$ cat src/rtl/liusi_defs.svh
`ifndef LIUSI_DEFS_SVH
`define LIUSI_DEFS_SVH

// Channel count and widths of the parallel port.
`define LIUSI_NCHAN        4
`define LIUSI_AW           5
`define LIUSI_SRC_W        24

// Register offsets inside one channel's address space.
`define LIUSI_OFF_SR       5'h06
`define LIUSI_OFF_IMR      5'h07
`define LIUSI_OFF_RECEIVE_INFO_REG_ONE     5'h08
`define LIUSI_OFF_RECEIVE_INFO_REG_TWO     5'h09
`define LIUSI_OFF_SUM_LO   5'h16
`define LIUSI_OFF_SUM_HI   5'h1F

// Event status bit positions.
`define LIUSI_BIT_LOOP_UP  7
`define LIUSI_BIT_TXCLK    5
`define LIUSI_BIT_UA1      4
`define LIUSI_BIT_CARRIER  3

// Latched positions per status register; the rest follow their source live.
`define LIUSI_SR_LATCHED   8'hD8
`define LIUSI_RECEIVE_INFO_REG_ONE_LATCHED 8'hFC
`define LIUSI_RECEIVE_INFO_REG_TWO_LATCHED 8'hFF

// Latched bits that stay set while their alarm is still present.
`define LIUSI_SR_HOLD      8'h18

// Sources that interrupt on both activation and deactivation.
`define LIUSI_SR_CHANGE    8'h38

// Assigned positions of the first receive information register.
`define LIUSI_RECEIVE_INFO_REG_ONE_USED    8'hFC

// Reset values.
`define LIUSI_IMR_RST      8'h00
`define LIUSI_STAT_RST     24'h000000
`define LIUSI_BYTE_RST     8'h00

`endif

$ cat src/rtl/liusi_pkg.sv
`include "liusi_defs.svh"

package liusi_pkg;

  typedef logic [7:0] liusi_byte_t;

  // One-hot register select decoded from the port address.
  typedef enum logic [5:0] {
    LIUSI_SEL_NONE = 6'h01,
    LIUSI_SEL_SR   = 6'h02,
    LIUSI_SEL_IMR  = 6'h04,
    LIUSI_SEL_RECEIVE_INFO_REG_ONE = 6'h08,
    LIUSI_SEL_RECEIVE_INFO_REG_TWO = 6'h10,
    LIUSI_SEL_SUM  = 6'h20
  } liusi_sel_t;

  // Maps a channel-relative address onto the register it selects.
  function automatic liusi_sel_t liusi_decode(input logic [`LIUSI_AW-1:0] addr);
    liusi_sel_t sel;
    sel = LIUSI_SEL_NONE;
    if (addr == `LIUSI_OFF_SR) begin
      sel = LIUSI_SEL_SR;
    end else if (addr == `LIUSI_OFF_IMR) begin
      sel = LIUSI_SEL_IMR;
    end else if (addr == `LIUSI_OFF_RECEIVE_INFO_REG_ONE) begin
      sel = LIUSI_SEL_RECEIVE_INFO_REG_ONE;
    end else if (addr == `LIUSI_OFF_RECEIVE_INFO_REG_TWO) begin
      sel = LIUSI_SEL_RECEIVE_INFO_REG_TWO;
    end else if (addr >= `LIUSI_OFF_SUM_LO && addr <= `LIUSI_OFF_SUM_HI) begin
      sel = LIUSI_SEL_SUM;
    end
    return sel;
  endfunction

endpackage

$ cat src/rtl/liusi_cond_if.sv
`timescale 1ns/1ps
`default_nettype none
`include "liusi_defs.svh"

// Carries raw alarm inputs to the synchroniser and clean levels and edges back.
interface liusi_cond_if;
  logic [`LIUSI_NCHAN*`LIUSI_SRC_W-1:0] raw;
  logic [`LIUSI_NCHAN*`LIUSI_SRC_W-1:0] level;
  logic [`LIUSI_NCHAN*`LIUSI_SRC_W-1:0] rise;
  logic [`LIUSI_NCHAN*`LIUSI_SRC_W-1:0] fall;

  modport sync (input raw, output level, output rise, output fall);
  modport user (output raw, input level, input rise, input fall);
endinterface

`default_nettype wire

$ cat src/rtl/liusi_sync.sv
`timescale 1ns/1ps
`default_nettype none
`include "liusi_defs.svh"

module liusi_sync (
  input  wire logic     mclk_i,
  input  wire logic     rst_i,
  liusi_cond_if.sync    cif
);
  import liusi_pkg::*;

  localparam int W = `LIUSI_NCHAN*`LIUSI_SRC_W;

  logic [W-1:0] meta_reg;
  logic [W-1:0] meta_next;
  logic [W-1:0] stab_reg;
  logic [W-1:0] stab_next;
  logic [W-1:0] prev_reg;
  logic [W-1:0] prev_next;

  // Two-stage synchroniser followed by one history stage for edges.
  always_comb begin
    meta_next = cif.raw;
    stab_next = meta_reg;
    prev_next = stab_reg;
  end

  always_ff @(posedge mclk_i or posedge rst_i) begin
    if (rst_i) begin
      meta_reg <= '0;
      stab_reg <= '0;
      prev_reg <= '0;
    end else begin
      meta_reg <= meta_next;
      stab_reg <= stab_next;
      prev_reg <= prev_next;
    end
  end

  // Only the second stage and its history are looked at.
  assign cif.level = stab_reg;
  assign cif.rise  = stab_reg & ~prev_reg;
  assign cif.fall  = ~stab_reg & prev_reg;

endmodule

`default_nettype wire

$ cat src/rtl/liusi_top.sv
`timescale 1ns/1ps
`default_nettype none
`include "liusi_defs.svh"

module liusi_top (
  input  wire logic                                  mclk_i,
  input  wire logic                                  rst_i,
  input  wire logic [1:0]                            chan_sel_i,
  input  wire logic [`LIUSI_AW-1:0]                  addr_i,
  input  wire logic                                  wr_i,
  input  wire logic                                  rd_i,
  input  wire liusi_pkg::liusi_byte_t                wdata_i,
  input  wire logic [`LIUSI_NCHAN*`LIUSI_SRC_W-1:0]  alarm_i,
  output logic      [7:0]                            rdata_o,
  output logic                                       int_n_o
);
  import liusi_pkg::*;

  liusi_cond_if cif ();

  liusi_sel_t  sel;
  logic [2:0]  stat_hit;
  logic [23:0] snap_w [`LIUSI_NCHAN];
  liusi_byte_t imr_w  [`LIUSI_NCHAN];
  logic [`LIUSI_NCHAN-1:0] irq_w;

  liusi_byte_t rdata_reg;
  liusi_byte_t rdata_next;
  logic        int_n_reg;
  logic        int_n_next;

  // Raw alarms enter the synchroniser before any status logic sees them.
  assign cif.raw = alarm_i;

  liusi_sync u_sync (
    .mclk_i (mclk_i),
    .rst_i  (rst_i),
    .cif    (cif)
  );

  // Address decode shared by every channel and by the read path.
  assign sel      = liusi_decode(addr_i);
  assign stat_hit = {sel == LIUSI_SEL_RECEIVE_INFO_REG_TWO, sel == LIUSI_SEL_RECEIVE_INFO_REG_ONE, sel == LIUSI_SEL_SR};

  for (genvar c = 0; c < `LIUSI_NCHAN; c++) begin : g_chan
    logic [23:0] lat_reg;
    logic [23:0] lat_next;
    logic [23:0] snap_reg;
    logic [23:0] snap_next;
    logic [23:0] msk_reg;
    logic [23:0] msk_next;
    liusi_byte_t imr_reg;
    liusi_byte_t imr_next;
    liusi_byte_t ip_reg;
    liusi_byte_t ip_next;
    logic [23:0] lvl;
    logic [23:0] rise;
    logic [23:0] fall;
    logic [23:0] latm;
    logic [23:0] hold;
    logic [23:0] live;
    logic [23:0] set;
    logic [23:0] clr;
    liusi_byte_t ip_set;
    liusi_byte_t ip_clr;
    logic        wr_c;
    logic        rd_c;

    assign lvl  = cif.level[c*`LIUSI_SRC_W +: `LIUSI_SRC_W];
    assign rise = cif.rise[c*`LIUSI_SRC_W +: `LIUSI_SRC_W];
    assign fall = cif.fall[c*`LIUSI_SRC_W +: `LIUSI_SRC_W];
    assign wr_c = wr_i && (chan_sel_i == 2'(c));
    assign rd_c = rd_i && (chan_sel_i == 2'(c));
    assign latm = {`LIUSI_RECEIVE_INFO_REG_TWO_LATCHED, `LIUSI_RECEIVE_INFO_REG_ONE_LATCHED, `LIUSI_SR_LATCHED};
    assign hold = {16'h0000, `LIUSI_SR_HOLD};

    // Latched bits catch rising edges; hold bits are also set while their level is high.
    assign set  = (latm & rise) | (hold & lvl);
    // Latest information: latch for latched bits, synced level for live ones.
    assign live = (latm & lat_reg) | (~latm & lvl);

    // Status latches, snapshots, masks and interrupt pending bits.
    always_comb begin
      lat_next  = lat_reg;
      snap_next = snap_reg;
      msk_next  = msk_reg;
      imr_next  = imr_reg;
      clr       = 24'h000000;
      for (int r = 0; r < 3; r++) begin
        // A read clears only the bits that were in the mask and read as 1.
        if (rd_c && stat_hit[r]) begin
          clr[r*8 +: 8] = msk_reg[r*8 +: 8] & snap_reg[r*8 +: 8];
        end
        // Mask write refreshes chosen positions and holds the others.
        if (wr_c && stat_hit[r]) begin
          snap_next[r*8 +: 8] = (wdata_i & live[r*8 +: 8]) |
                                (~wdata_i & snap_reg[r*8 +: 8]);
          msk_next[r*8 +: 8]  = wdata_i;
        end
      end
      // A new event in the clearing cycle wins over the clear.
      lat_next = ((lat_reg & ~clr) | set) & latm;
      if (wr_c && sel == LIUSI_SEL_IMR) begin
        imr_next = wdata_i;
      end
      // Change sources interrupt on both edges, others on setting.
      ip_set  = rise[7:0] | (`LIUSI_SR_CHANGE & fall[7:0]);
      // Reading a bit of the event status register releases its interrupt.
      ip_clr  = (rd_c && stat_hit[0]) ? msk_reg[7:0] : `LIUSI_BYTE_RST;
      ip_next = (ip_reg & ~ip_clr) | ip_set;
    end

    always_ff @(posedge mclk_i or posedge rst_i) begin
      if (rst_i) begin
        lat_reg  <= `LIUSI_STAT_RST;
        snap_reg <= `LIUSI_STAT_RST;
        msk_reg  <= `LIUSI_STAT_RST;
        imr_reg  <= `LIUSI_IMR_RST;
        ip_reg   <= `LIUSI_BYTE_RST;
      end else begin
        lat_reg  <= lat_next;
        snap_reg <= snap_next;
        msk_reg  <= msk_next;
        imr_reg  <= imr_next;
        ip_reg   <= ip_next;
      end
    end

    // Only event status sources reach the interrupt, each through its mask.
    assign irq_w[c]  = |(ip_reg & imr_reg);
    assign snap_w[c] = snap_reg;
    assign imr_w[c]  = imr_reg;
  end

  // Read data and the shared interrupt pin.
  always_comb begin
    rdata_next = rdata_reg;
    if (rd_i) begin
      unique case (sel)
        LIUSI_SEL_SR:   rdata_next = snap_w[chan_sel_i][7:0];
        LIUSI_SEL_IMR:  rdata_next = imr_w[chan_sel_i];
        LIUSI_SEL_RECEIVE_INFO_REG_ONE: rdata_next = snap_w[chan_sel_i][15:8] & `LIUSI_RECEIVE_INFO_REG_ONE_USED;
        LIUSI_SEL_RECEIVE_INFO_REG_TWO: rdata_next = snap_w[chan_sel_i][23:16];
        LIUSI_SEL_SUM:  rdata_next = {4'h0, irq_w};
        LIUSI_SEL_NONE: rdata_next = `LIUSI_BYTE_RST;
        default:        rdata_next = `LIUSI_BYTE_RST;
      endcase
    end
    int_n_next = ~(|irq_w);
  end

  always_ff @(posedge mclk_i or posedge rst_i) begin
    if (rst_i) begin
      rdata_reg <= `LIUSI_BYTE_RST;
      int_n_reg <= 1'b1;
    end else begin
      rdata_reg <= rdata_next;
      int_n_reg <= int_n_next;
    end
  end

  assign rdata_o = rdata_reg;
  assign int_n_o = int_n_reg;

endmodule

`default_nettype wire

$ cat config.mk
export PLATFORM = sky130hd
export DESIGN_NAME = liusi_top
export DESIGN_NICKNAME = d
export VERILOG_FILES = /design/src/rtl/liusi_pkg.sv /design/src/rtl/liusi_cond_if.sv /design/src/rtl/liusi_sync.sv /design/src/rtl/liusi_top.sv
export VERILOG_INCLUDE_DIRS = /design/src /design/src/rtl
export SDC_FILE = /design/constraint.sdc
export NUM_CORES = 1
export LEC_CHECK = 0
export BUFFER_PORTS_ARGS = -buffer_cell sky130_fd_sc_hd__buf_2
export CORE_ASPECT_RATIO = 0.9
export CORE_MARGIN = 1
export CORE_UTILIZATION = 54
export CTS_CLUSTER_SIZE = 12
export DETAILED_ROUTE_END_ITERATION = 7
export HOLD_SLACK_MARGIN = 0.15
export PLACE_DENSITY = 0.75
export SETUP_SLACK_MARGIN = 0.4
export SLEW_MARGIN = 20
export SYNTH_ARGS = -nofsm -noshare
export SYNTH_HDL_FRONTEND = slang
export SYNTH_SLANG_ARGS = --single-unit
$ cat constraint.sdc
create_clock -name mclk_i -period 21.3 [get_ports mclk_i]
set_input_delay 4.26 -clock mclk_i [delete_from_list [all_inputs] [get_ports mclk_i]]
set_output_delay 4.26 -clock mclk_i [all_outputs]
set_load 0.02 [all_outputs]
==> Word-level counts from Yosys, hierarchy flattened <==
Index checks and enable logic that the tools add are counted.
{ "classes": {"bitwise": 95, "mux": 28, "n_lt_le_gt_ge": 3, "n_eq_ne": 12, "n_reduce_logical": 43} }
{ "op_table": {"columns": ["operator", "count"], "rows": [
  ["bitwise AND 8 bit", 44],
  ["2-to-1 mux 8 bit", 18],
  ["OR 8 bit", 16],
  ["bitwise AND 24 bit", 4],
  ["bitwise AND 96 bit", 1],
  ["inverter 24 bit", 4],
  ["inverter 96 bit", 1],
  ["OR 24 x 10 -> 24 bit", 4],
  ["OR 24 bit", 4],
  ["OR 24 x 5 -> 24 bit", 4],
  ["bitwise AND 78 bit", 1],
  ["inverter 78 bit", 1],
  ["binary-select mux 24 bit (select 2 bit)", 1],
  ["2-to-1 mux 24 bit", 2],
  ["inverter 8 bit", 5],
  ["one-hot mux 8 bit (5 select lines)", 1],
  ["logical AND 1 bit", 37],
  ["OR 8 x 6 -> 8 bit", 4],
  ["OR reduction 32 bit", 1],
  ["OR reduction 8 bit", 4],
  ["2-to-1 mux 6 bit", 5],
  ["binary-select mux 8 bit (select 2 bit)", 1],
  ["== test 5 x 3 -> 1 bit, second input constant", 2],
  ["== test 5 x 4 -> 1 bit, second input constant", 2],
  ["13 further kinds", 14]
]} }
{ "totals": {"word_cells": 222, "register_bits": 625, "inputBits": 115, "out_inout_bits": 9} }

==> Logic depth before layout (Yosys ltp) <==
Gate-level depths: netlist of run 1.
{ "logic_depth": {"ltp_word": 13, "mapped_depth": 8, "ltp_nobuf": 5} }

==> Modules after synthesis <==
Synthesis of run 1 repeated with hierarchy kept, for this count alone.
{ "hier_totals": {"cells_unflattened": 1583, "hier_area_um2": 22297.6} }
{ "modules_own_cells": {"columns": ["module", "area_each_um2", "instances", "cells_each", "seq_area_each_um2"], "rows": [
  ["liusi_top", 13405.4, 1, 1102, 8034.0],
  ["liusi_sync", 8892.3, 1, 481, 7206.9]
]} }

==> Worst setup path after synthesis of run 1 <==
Ideal clock, no wire load.
{ "synth_timing": {"path_kind": "input -> register", "startpoint": "input port chan_sel_i[0]", "endpoint": "register rdata_reg[7] (netlist: rdata_o[7])", "required_ns": 21.182, "arrival_ns": 5.476, "path_slack_ns": 15.706, "path_buffers": 2, "setup_ns": 0.118, "stages": 6, "cell_sequence": "buf_6 > buf_6 > mux4_2 > a22oi_1 > a21oi_1 > a21o_1"} }
{ "synth_via": {"elab_chain_len": 5, "word_cells_on_any_way": 8, "classes_between": "mux (7); bitwise (1)"} }
{ "synth_rtl": {"columns": ["element", "line_no", "rtl"], "rows": [
  ["start, declared", "liusi_top.sv:8", "input wire logic [1:0] chan_sel_i,"],
  ["inverter 2 -> 3 bit (not written as such) (*)", null, null],
  ["binary-select mux 24 bit (select 2 bit) or binary-select mux 8 bit (select 2 bit) (tied branches)", null, null],
  ["2-to-1 mux 24 bit (not written as such) or 2-to-1 mux 8 bit (tied branches) (2 in series)", "liusi_top.sv:142, liusi_top.sv:141", null],
  ["one-hot mux 8 bit (5 select lines) (*)", "liusi_top.sv:139", "unique case (sel)"],
  ["end signal, assigned", "liusi_top.sv:154", "rdata_reg <= `LIUSI_BYTE_RST;"],
  ["end signal, assigned", "liusi_top.sv:157", "rdata_reg <= rdata_next;"],
  ["end, declared", "liusi_top.sv:27", "liusi_byte_t rdata_reg;"]
]} }
Every way passes the cells marked *; elsewhere a longest branch is shown, timed or not. The select of a mux whose other input is x is not followed.
A chain may end at the register's enable or synchronous reset.

==> results.toml, run 1 <==
[run_status]
status = "finished, final reports clean"

[worst_setup_path]
crit_path_max_incr_delay_ns = 0.84
cp_top_family = "buffers and inverters"
worstSetupEndpointType = "asynchronous set/reset pin"
cp_cell_sequence = "buf_2 -> inv_8 -> buf_4 -> buf_4"
cp_max_fo = 132
r2r_cells = 4
slowest_stage = "buf_4"
crit_type = "input port to asynchronous set/reset pin"
cp_num_buf_inv = 4
crit_top_cell = "buf_4"
cp_data_required_time_ns = 21.89
worstPathArrival_ns = 6.74
reg2reg_slack_ns = 19.62
crit_start = "rst_i"
r2r_end = "rdata_o[6]$_DFFE_PP0P_"
critPathLaunchType = "input port"

[clocking]
ctsResizeCount = 0
cts-root-buf = "clkbuf_16"
post_cts_buffers = 0
h-tree-depth = 2
clk_pin_slew_ns = 0.06
cts_tree = "built"
ctsHoldBuffers = 0
numCtsBuffers = 56
clk_latency_ns = 0.60
cts_buffer_depth = 3
cts.sinks = 585

[floorplanning]
core_mm2 = 0.0373
io_pins = 124
dieWidth_um = 207
rows = 67
die_y_um = 187
floorplan.initialDensity_pct = 55.0
die_area_mm2 = 0.0388

[drt]
first_iter_violations = 914
routed_wl_mm = 44.1
routedWlPerCell_um = 20.3
first_pass_iters = 5
drtAntennaViolNets = 0
drc_errors = 0
avgViaCountPerCell = 5.59
via_count = 12100

[logic_synthesis]
seq_area_frac_synth_pct = 71.4
yosysUniqueCellTypes = 41
synthesis.area_mm2 = 0.0205
synth_ff_type = "dfrtp_1"
yosys.area.top_type = "dfrtp_1"
async_reset_ff_share_pct = 100
synth_area_leaders = "dfrtp_1 (71%), nand2_1 (6.3%), mux2_2 (5.8%)"
syn-num-nets = 1642
ys_warn_count = 0
synthTopCellsByCount = "dfrtp_1 (584), nand2_1 (343), o21ai_0 (123), mux2_2 (106), inv_1 (90)"
synth_most_common_cell = "dfrtp_1"
synth-seq-cells = 585
yosysTopAreaCellShare_pct = 71.2
synth.avg_cell_area_um2 = 13.5
synth-edff-count = 0
syn_inst = 1519

[sta]
fin_skew_ns = 0.0196
finalSetupViolCount = 0
setup_tns_ns = 0
fmax_mhz = 163
max_slew.worst_pin.slew_ns = 0.991
worst_hold_slack_ns = 0.340
rsz0062_at_grt = "no"
maxSlewHeadroom_pct = 34.0
maxSlewViolCount = 0
period_share_pct = 28.9
min_period_ns = 6.15
hold_viol = 0
setup_slack_ns = 15.15

[global_routing]
grtUsageTotal_pct = 23.9
grt_pass1_wl_mm = 70.8
grt-ovfl-total = 0
first_global_vias = 12800
antenna_found_initial = 4
grt_max_degree = 133

[final_layout]
num-fill-cells = 2743
syn_to_final_growth_pct = 12.8
drive_above_1_share_pct = 21.3
fin_nets = 1787
fin_cells = 2169

[placement]
gp_congestion = 0.860
dp.cells = 2089
place_ws_ns = 14.41
place_hpwl_mm = 29.4
portBuffers = 115

[min_path]
whs_endpoint = "u_sync.cif.level[54]$_DFF_PP0_"
worstHoldPathCells = 0
worstHoldStart = "u_sync.meta_reg[54]$_DFF_PP0_"
holdCritPathClass = "flip-flop to flip-flop"

[power_and_ir_drop]
p_per_area_mw_per_mm2 = 95.0
power.leakage_nw = 10.9
max-vdd-ir-drop_mv = 0.0751

[flow_run]
maxCapViolations = 0
cell families (layout without fill, tap and decap cells):
kind of cell | count (synthesis) | count (layout) | synth area share, %
xor gates and xnor gates | 4 | 4 | 0.171
other | 0 | 3 | 0
and+or+nand+nor | 424 | 424 | 8.76
adders and majority gates | 8 | 8 | 0.488
AOI/OAI and AO/OA | 222 | 222 | 6.72
muxes | 150 | 150 | 9.88
buffers and inverters | 126 | 290 | 2.62
DFF | 585 | 585 | 71.4
area by class of cell:
type | instances | area [um^2] | share of cell area, %
clock buffer | 73 | 1540 | 6.64
tap | 483 | 604 | 2.61
sequential | 585 | 14600 | 63.3
clock inverter | 4 | 27.5 | 0.119
inverter | 90 | 345 | 1.49
timing repair buffer | 123 | 639 | 2.76
multi-input combinational | 808 | 5340 | 23.1
antenna | 3 | 7.51 | 0.0324
per-layer routing:
metal	vias up	GRT usage, %	routed length (um)
li1	5359	-	-
met1	6215	33.0	18700
met2	430	36.4	20400
met3	111	5.83	3340
met4	2	10.3	1580
met5	-	0	11
through the flow:
stage               util (%)  power, W  area, um^2
floorplan                  -   0.00129       20500
global placement        57.8   0.00133       21600
detailed placement      57.8   0.00134       21600
CTS                     62.0   0.00222       23100
global route            62.0   0.00228       23100
finish                  62.0   0.00220       23100
how the worst max path moves through the flow:
stage                                           endpoint  slack [ns]  cells after the start
after floorplan               asynchronous set/reset pin        0.67                      1
after global placement     u_sync.prev_reg[28]$_DFF_PP0_       14.46                      4
after detailed placement  u_sync.cif.level[26]$_DFF_PP0_       14.41                      4
after CTS                     asynchronous set/reset pin       15.03                      4
after global routing       g_chan[3].ip_reg[2]$_DFF_PP0_       14.64                      4
final                      g_chan[3].ip_reg[4]$_DFF_PP0_       15.15                      4
cells in the final DEF (no fill, tap or decap), types with 2 or more instances in the layout:
| cell type | count |
|---|---|
| clkinv_2 | 2 |
| ha_1 | 8 |
| nor2_4 | 6 |
| a22o_1 | 13 |
| a21oi_1 | 9 |
| xor2_1 | 4 |
| nor2_2 | 13 |
| and2_1 | 8 |
| nand2_1 | 343 |
| nor2_1 | 3 |
| a21o_1 | 26 |
| nand4_1 | 4 |
| o21ai_1 | 2 |
| o21ai_0 | 123 |
| clkbuf_16 | 57 |
| clkbuf_1 | 11 |
| dfrtp_1 | 584 |
| mux2_1 | 14 |
| and2b_1 | 2 |
| mux4_2 | 30 |
| a211o_1 | 8 |
| inv_6 | 2 |
| clkbuf_8 | 5 |
| nand3_1 | 24 |
| nor2b_1 | 9 |
| mux2_2 | 106 |
| a21bo_2 | 7 |
| buf_2 | 115 |
| inv_1 | 89 |
| nand2_2 | 2 |
| diode_2 | 3 |
| buf_4 | 7 |
| a221oi_1 | 2 |
| a22oi_1 | 29 |
| and3_1 | 4 |
report_power, final:
part	switching [W]	total (W)	internal, W
sequential	0.0000398	0.00121	0.00117
combinational	0.0000655	0.000109	0.0000438
clock	0.000384	0.000879	0.000496
Note: power is estimated with default switching activity, not from simulation.
==> run 2, diff against run 1 <==
- ABC_AREA: default -> 1
- clock period: 21.3 -> 5 ns (I/O delays scaled with it)
==> results.toml, run 2 <==
[logic_synthesis]
synth_most_common_cell = "nand2_1"
seq_area_frac_synth_pct = 69.5
yosysTopAreaCellShare_pct = 69.3
synth_ff_type = "dfrtp_1"
async_reset_ff_share_pct = 100
syn_inst = 2047
yosysUniqueCellTypes = 29
synthesis.area_mm2 = 0.0211
synth_area_leaders = "dfrtp_1 (69%), nand2_1 (12%), o21ai_0 (7.0%)"
synthTopCellsByCount = "nand2_1 (682), dfrtp_1 (584), o21ai_0 (294), inv_1 (184), nand3_1 (65)"
synth-edff-count = 0
ys_warn_count = 0
syn-num-nets = 2170
synth.avg_cell_area_um2 = 10.3
synth-seq-cells = 585
yosys.area.top_type = "dfrtp_1"

[sta]
maxSlewViolCount = 0
maxSlewHeadroom_pct = 37.2
min_period_ns = 2.81
fin_skew_ns = 0.0103
fmax_mhz = 356
hold_viol = 0
period_share_pct = 56.2
finalSetupViolCount = 0
max_slew.worst_pin.slew_ns = 0.937
rsz0062_at_grt = "no"

[clocking]
numCtsBuffers = 57
clk_latency_ns = 0.61
clk_pin_slew_ns = 0.06
post_cts_buffers = 0
ctsHoldBuffers = 0
cts.sinks = 585
cts_buffer_depth = 3
ctsResizeCount = 0
cts_tree = "built"
cts-root-buf = "clkbuf_16"
h-tree-depth = 2

[power_and_ir_drop]
power.leakage_nw = 11.8
p_per_area_mw_per_mm2 = 405
pwr-share-seq_pct = 53.2
p_sw_w = 0.00219
swShare_pct = 22.7
combPwrFrac_pct = 5.5
max-vdd-ir-drop_mv = 0.267
clkPwrFrac_pct = 41.3
finalPower_w = 0.00965
internal-power_w = 0.00746

[floorplanning]
io_pins = 124
die_area_mm2 = 0.0398
die_y_um = 189
rows = 68
core_mm2 = 0.0384
floorplan.initialDensity_pct = 54.9
dieWidth_um = 210

[drt]
routed_wl_mm = 46.0
first_iter_violations = 1418
drc_errors = 0
via_count = 14400
first_pass_iters = 5
drtAntennaViolNets = 0
wl_met1_mm = 19.9
top_layer = "met4"
wl_met2_mm = 21.6
wl_met3_mm = 3.02
avgViaCountPerCell = 5.29
routedWlPerCell_um = 16.9

[global_routing]
grt-ovfl-total = 0
grt_max_degree = 157
first_global_vias = 14700
grtUsageTotal_pct = 24.2
antenna_found_initial = 0
grt_pass1_wl_mm = 75.2

[worst_setup_path]
crit_type = "input port to flip-flop"
cp_max_fo = 31
cp_cell_sequence = "buf_2 -> inv_2 -> nand2_2 -> nor2_4 -> inv_2 -> nor2_2 -> nand2_1 -> nand2_1 -> o21ai_0"
worstPathArrival_ns = 3.30
worstSetupEndpointType = "flip-flop"
crit_path_max_incr_delay_ns = 0.60
cp_data_required_time_ns = 5.49
slowest_stage = "inv_2"
critPathLaunchType = "input port"

[flow_run]
maxCapViolations = 0

[final_layout]
final_common_cell = "nand2_1"
num-fill-cells = 3081
fin_cells = 2727
multiInputGateArea_mm2 = 0.00538
fin_area_mm2 = 0.0238
ff_latch_area_mm2 = 0.0146
syn_to_final_growth_pct = 13.1
num_antenna_cells = 0
fin_nets = 2294
drive_above_1_share_pct = 10.9
mostFrequentLayoutCells = "nand2_1 (682), dfrtp_1 (584), o21ai_0 (294), inv_1 (183), buf_2 (115)"

[placement]
place_hpwl_mm = 30.2
gp_congestion = 0.913
dp.cells = 2637
placed_area_mm2 = 0.0221
portBuffers = 115

[min_path]
holdCritPathClass = "flip-flop to flip-flop"

[run_status]
status = "finished, final reports clean"
[run 2: cell types whose count changed after synthesis, moves of 12 or more]
cell,previous run,this run
nor3_1,0,17
mux2_1,14,0
nand2_1,343,682
mux4_2,30,0
nand3_1,24,65
nor2_1,3,54
inv_1,90,184
a22o_1,13,0
o22ai_1,0,17
o21ai_1,2,14
o21ai_0,123,294
mux2_2,106,0
a22oi_1,29,0
a21o_1,26,0
[run 2: cell families after synthesis]
family	after synthesis	share of synthesized area [%]
AND/OR/NAND/NOR	859	16.8
XOR/XNOR	4	0.166
flip-flops	585	69.5
AO/OA/AOI/OAI	336	8.08
buffers and inverters	255	5.02
adder cells (fa/ha/maj)	8	0.475
[run 2: final timing paths]
path,start,end,slack [ns],depth (start not counted)
max,chan_sel_i[1],flip-flop,2.19,9
min,u_sync.meta_reg[42]$_DFF_PP0_,u_sync.cif.level[42]$_DFF_PP0_,0.34,0
max reg2reg,flip-flop,rdata_o[0]$_DFFE_PP0P_,3.49,8
min reg2reg,u_sync.meta_reg[42]$_DFF_PP0_,u_sync.cif.level[42]$_DFF_PP0_,0.34,0
max in group asynchronous,rst_i,u_sync.cif.level[10]$_DFF_PP0_,3.22,3
min in group asynchronous,rst_i,u_sync.meta_reg[17]$_DFF_PP0_,0.54,2
[run 2: metrics by stage]
stage	setup WS [ns]	utilization, %	TNS (ns)	hold WS [ns]
finish	2.19	62.1	0	0.344
detailed placement	1.64	57.6	0	0.335
floorplan	-3.97	-	-2321.73	0.331
global placement	1.69	57.6	0	0.334
global route	2.00	62.1	0	0.349
CTS	2.26	62.1	0	0.348
[run 2: layer usage]
metal	GRT usage [%]	vias up
met5	0	-
li1	-	6715
met3	4.30	105
met1	33.7	7125
met4	9.94	0
met2	38.1	490
[run 2: power groups by stage]
| stage | combinational (W) | clock, W | sequential [W] |
|---|---|---|---|
| 2_1_floorplan | 0.000345 | 0 | 0.00518 |
| 3_3_place_gp | 0.000510 | 0 | 0.00520 |
| 3_5_place_dp | 0.000533 | 0 | 0.00521 |
| 4_1_cts | 0.000540 | 0.00407 | 0.00513 |
| 5_1_grt | 0.000616 | 0.00427 | 0.00516 |
| 6_report | 0.000532 | 0.00398 | 0.00513 |
[run 2: worst max-delay path: cells and delay by family]
kind / cells / cell delay [ns]
compound gates: 1 / 0.07
buf+inv: 3 / 1.12
simple gates: 5 / 1.09
[run 2: area by class of cell]
cell class                      instances  share of cell area [%]
Multi-Input combinational cell       1207                    22.6
Timing Repair Buffer                  124                    2.91
Inverter                              196                    3.11
Clock buffer                           89                    7.17
Tap cell                              525                    2.76
Sequential cell                       585                    61.4
Clock inverter                          1                  0.0368
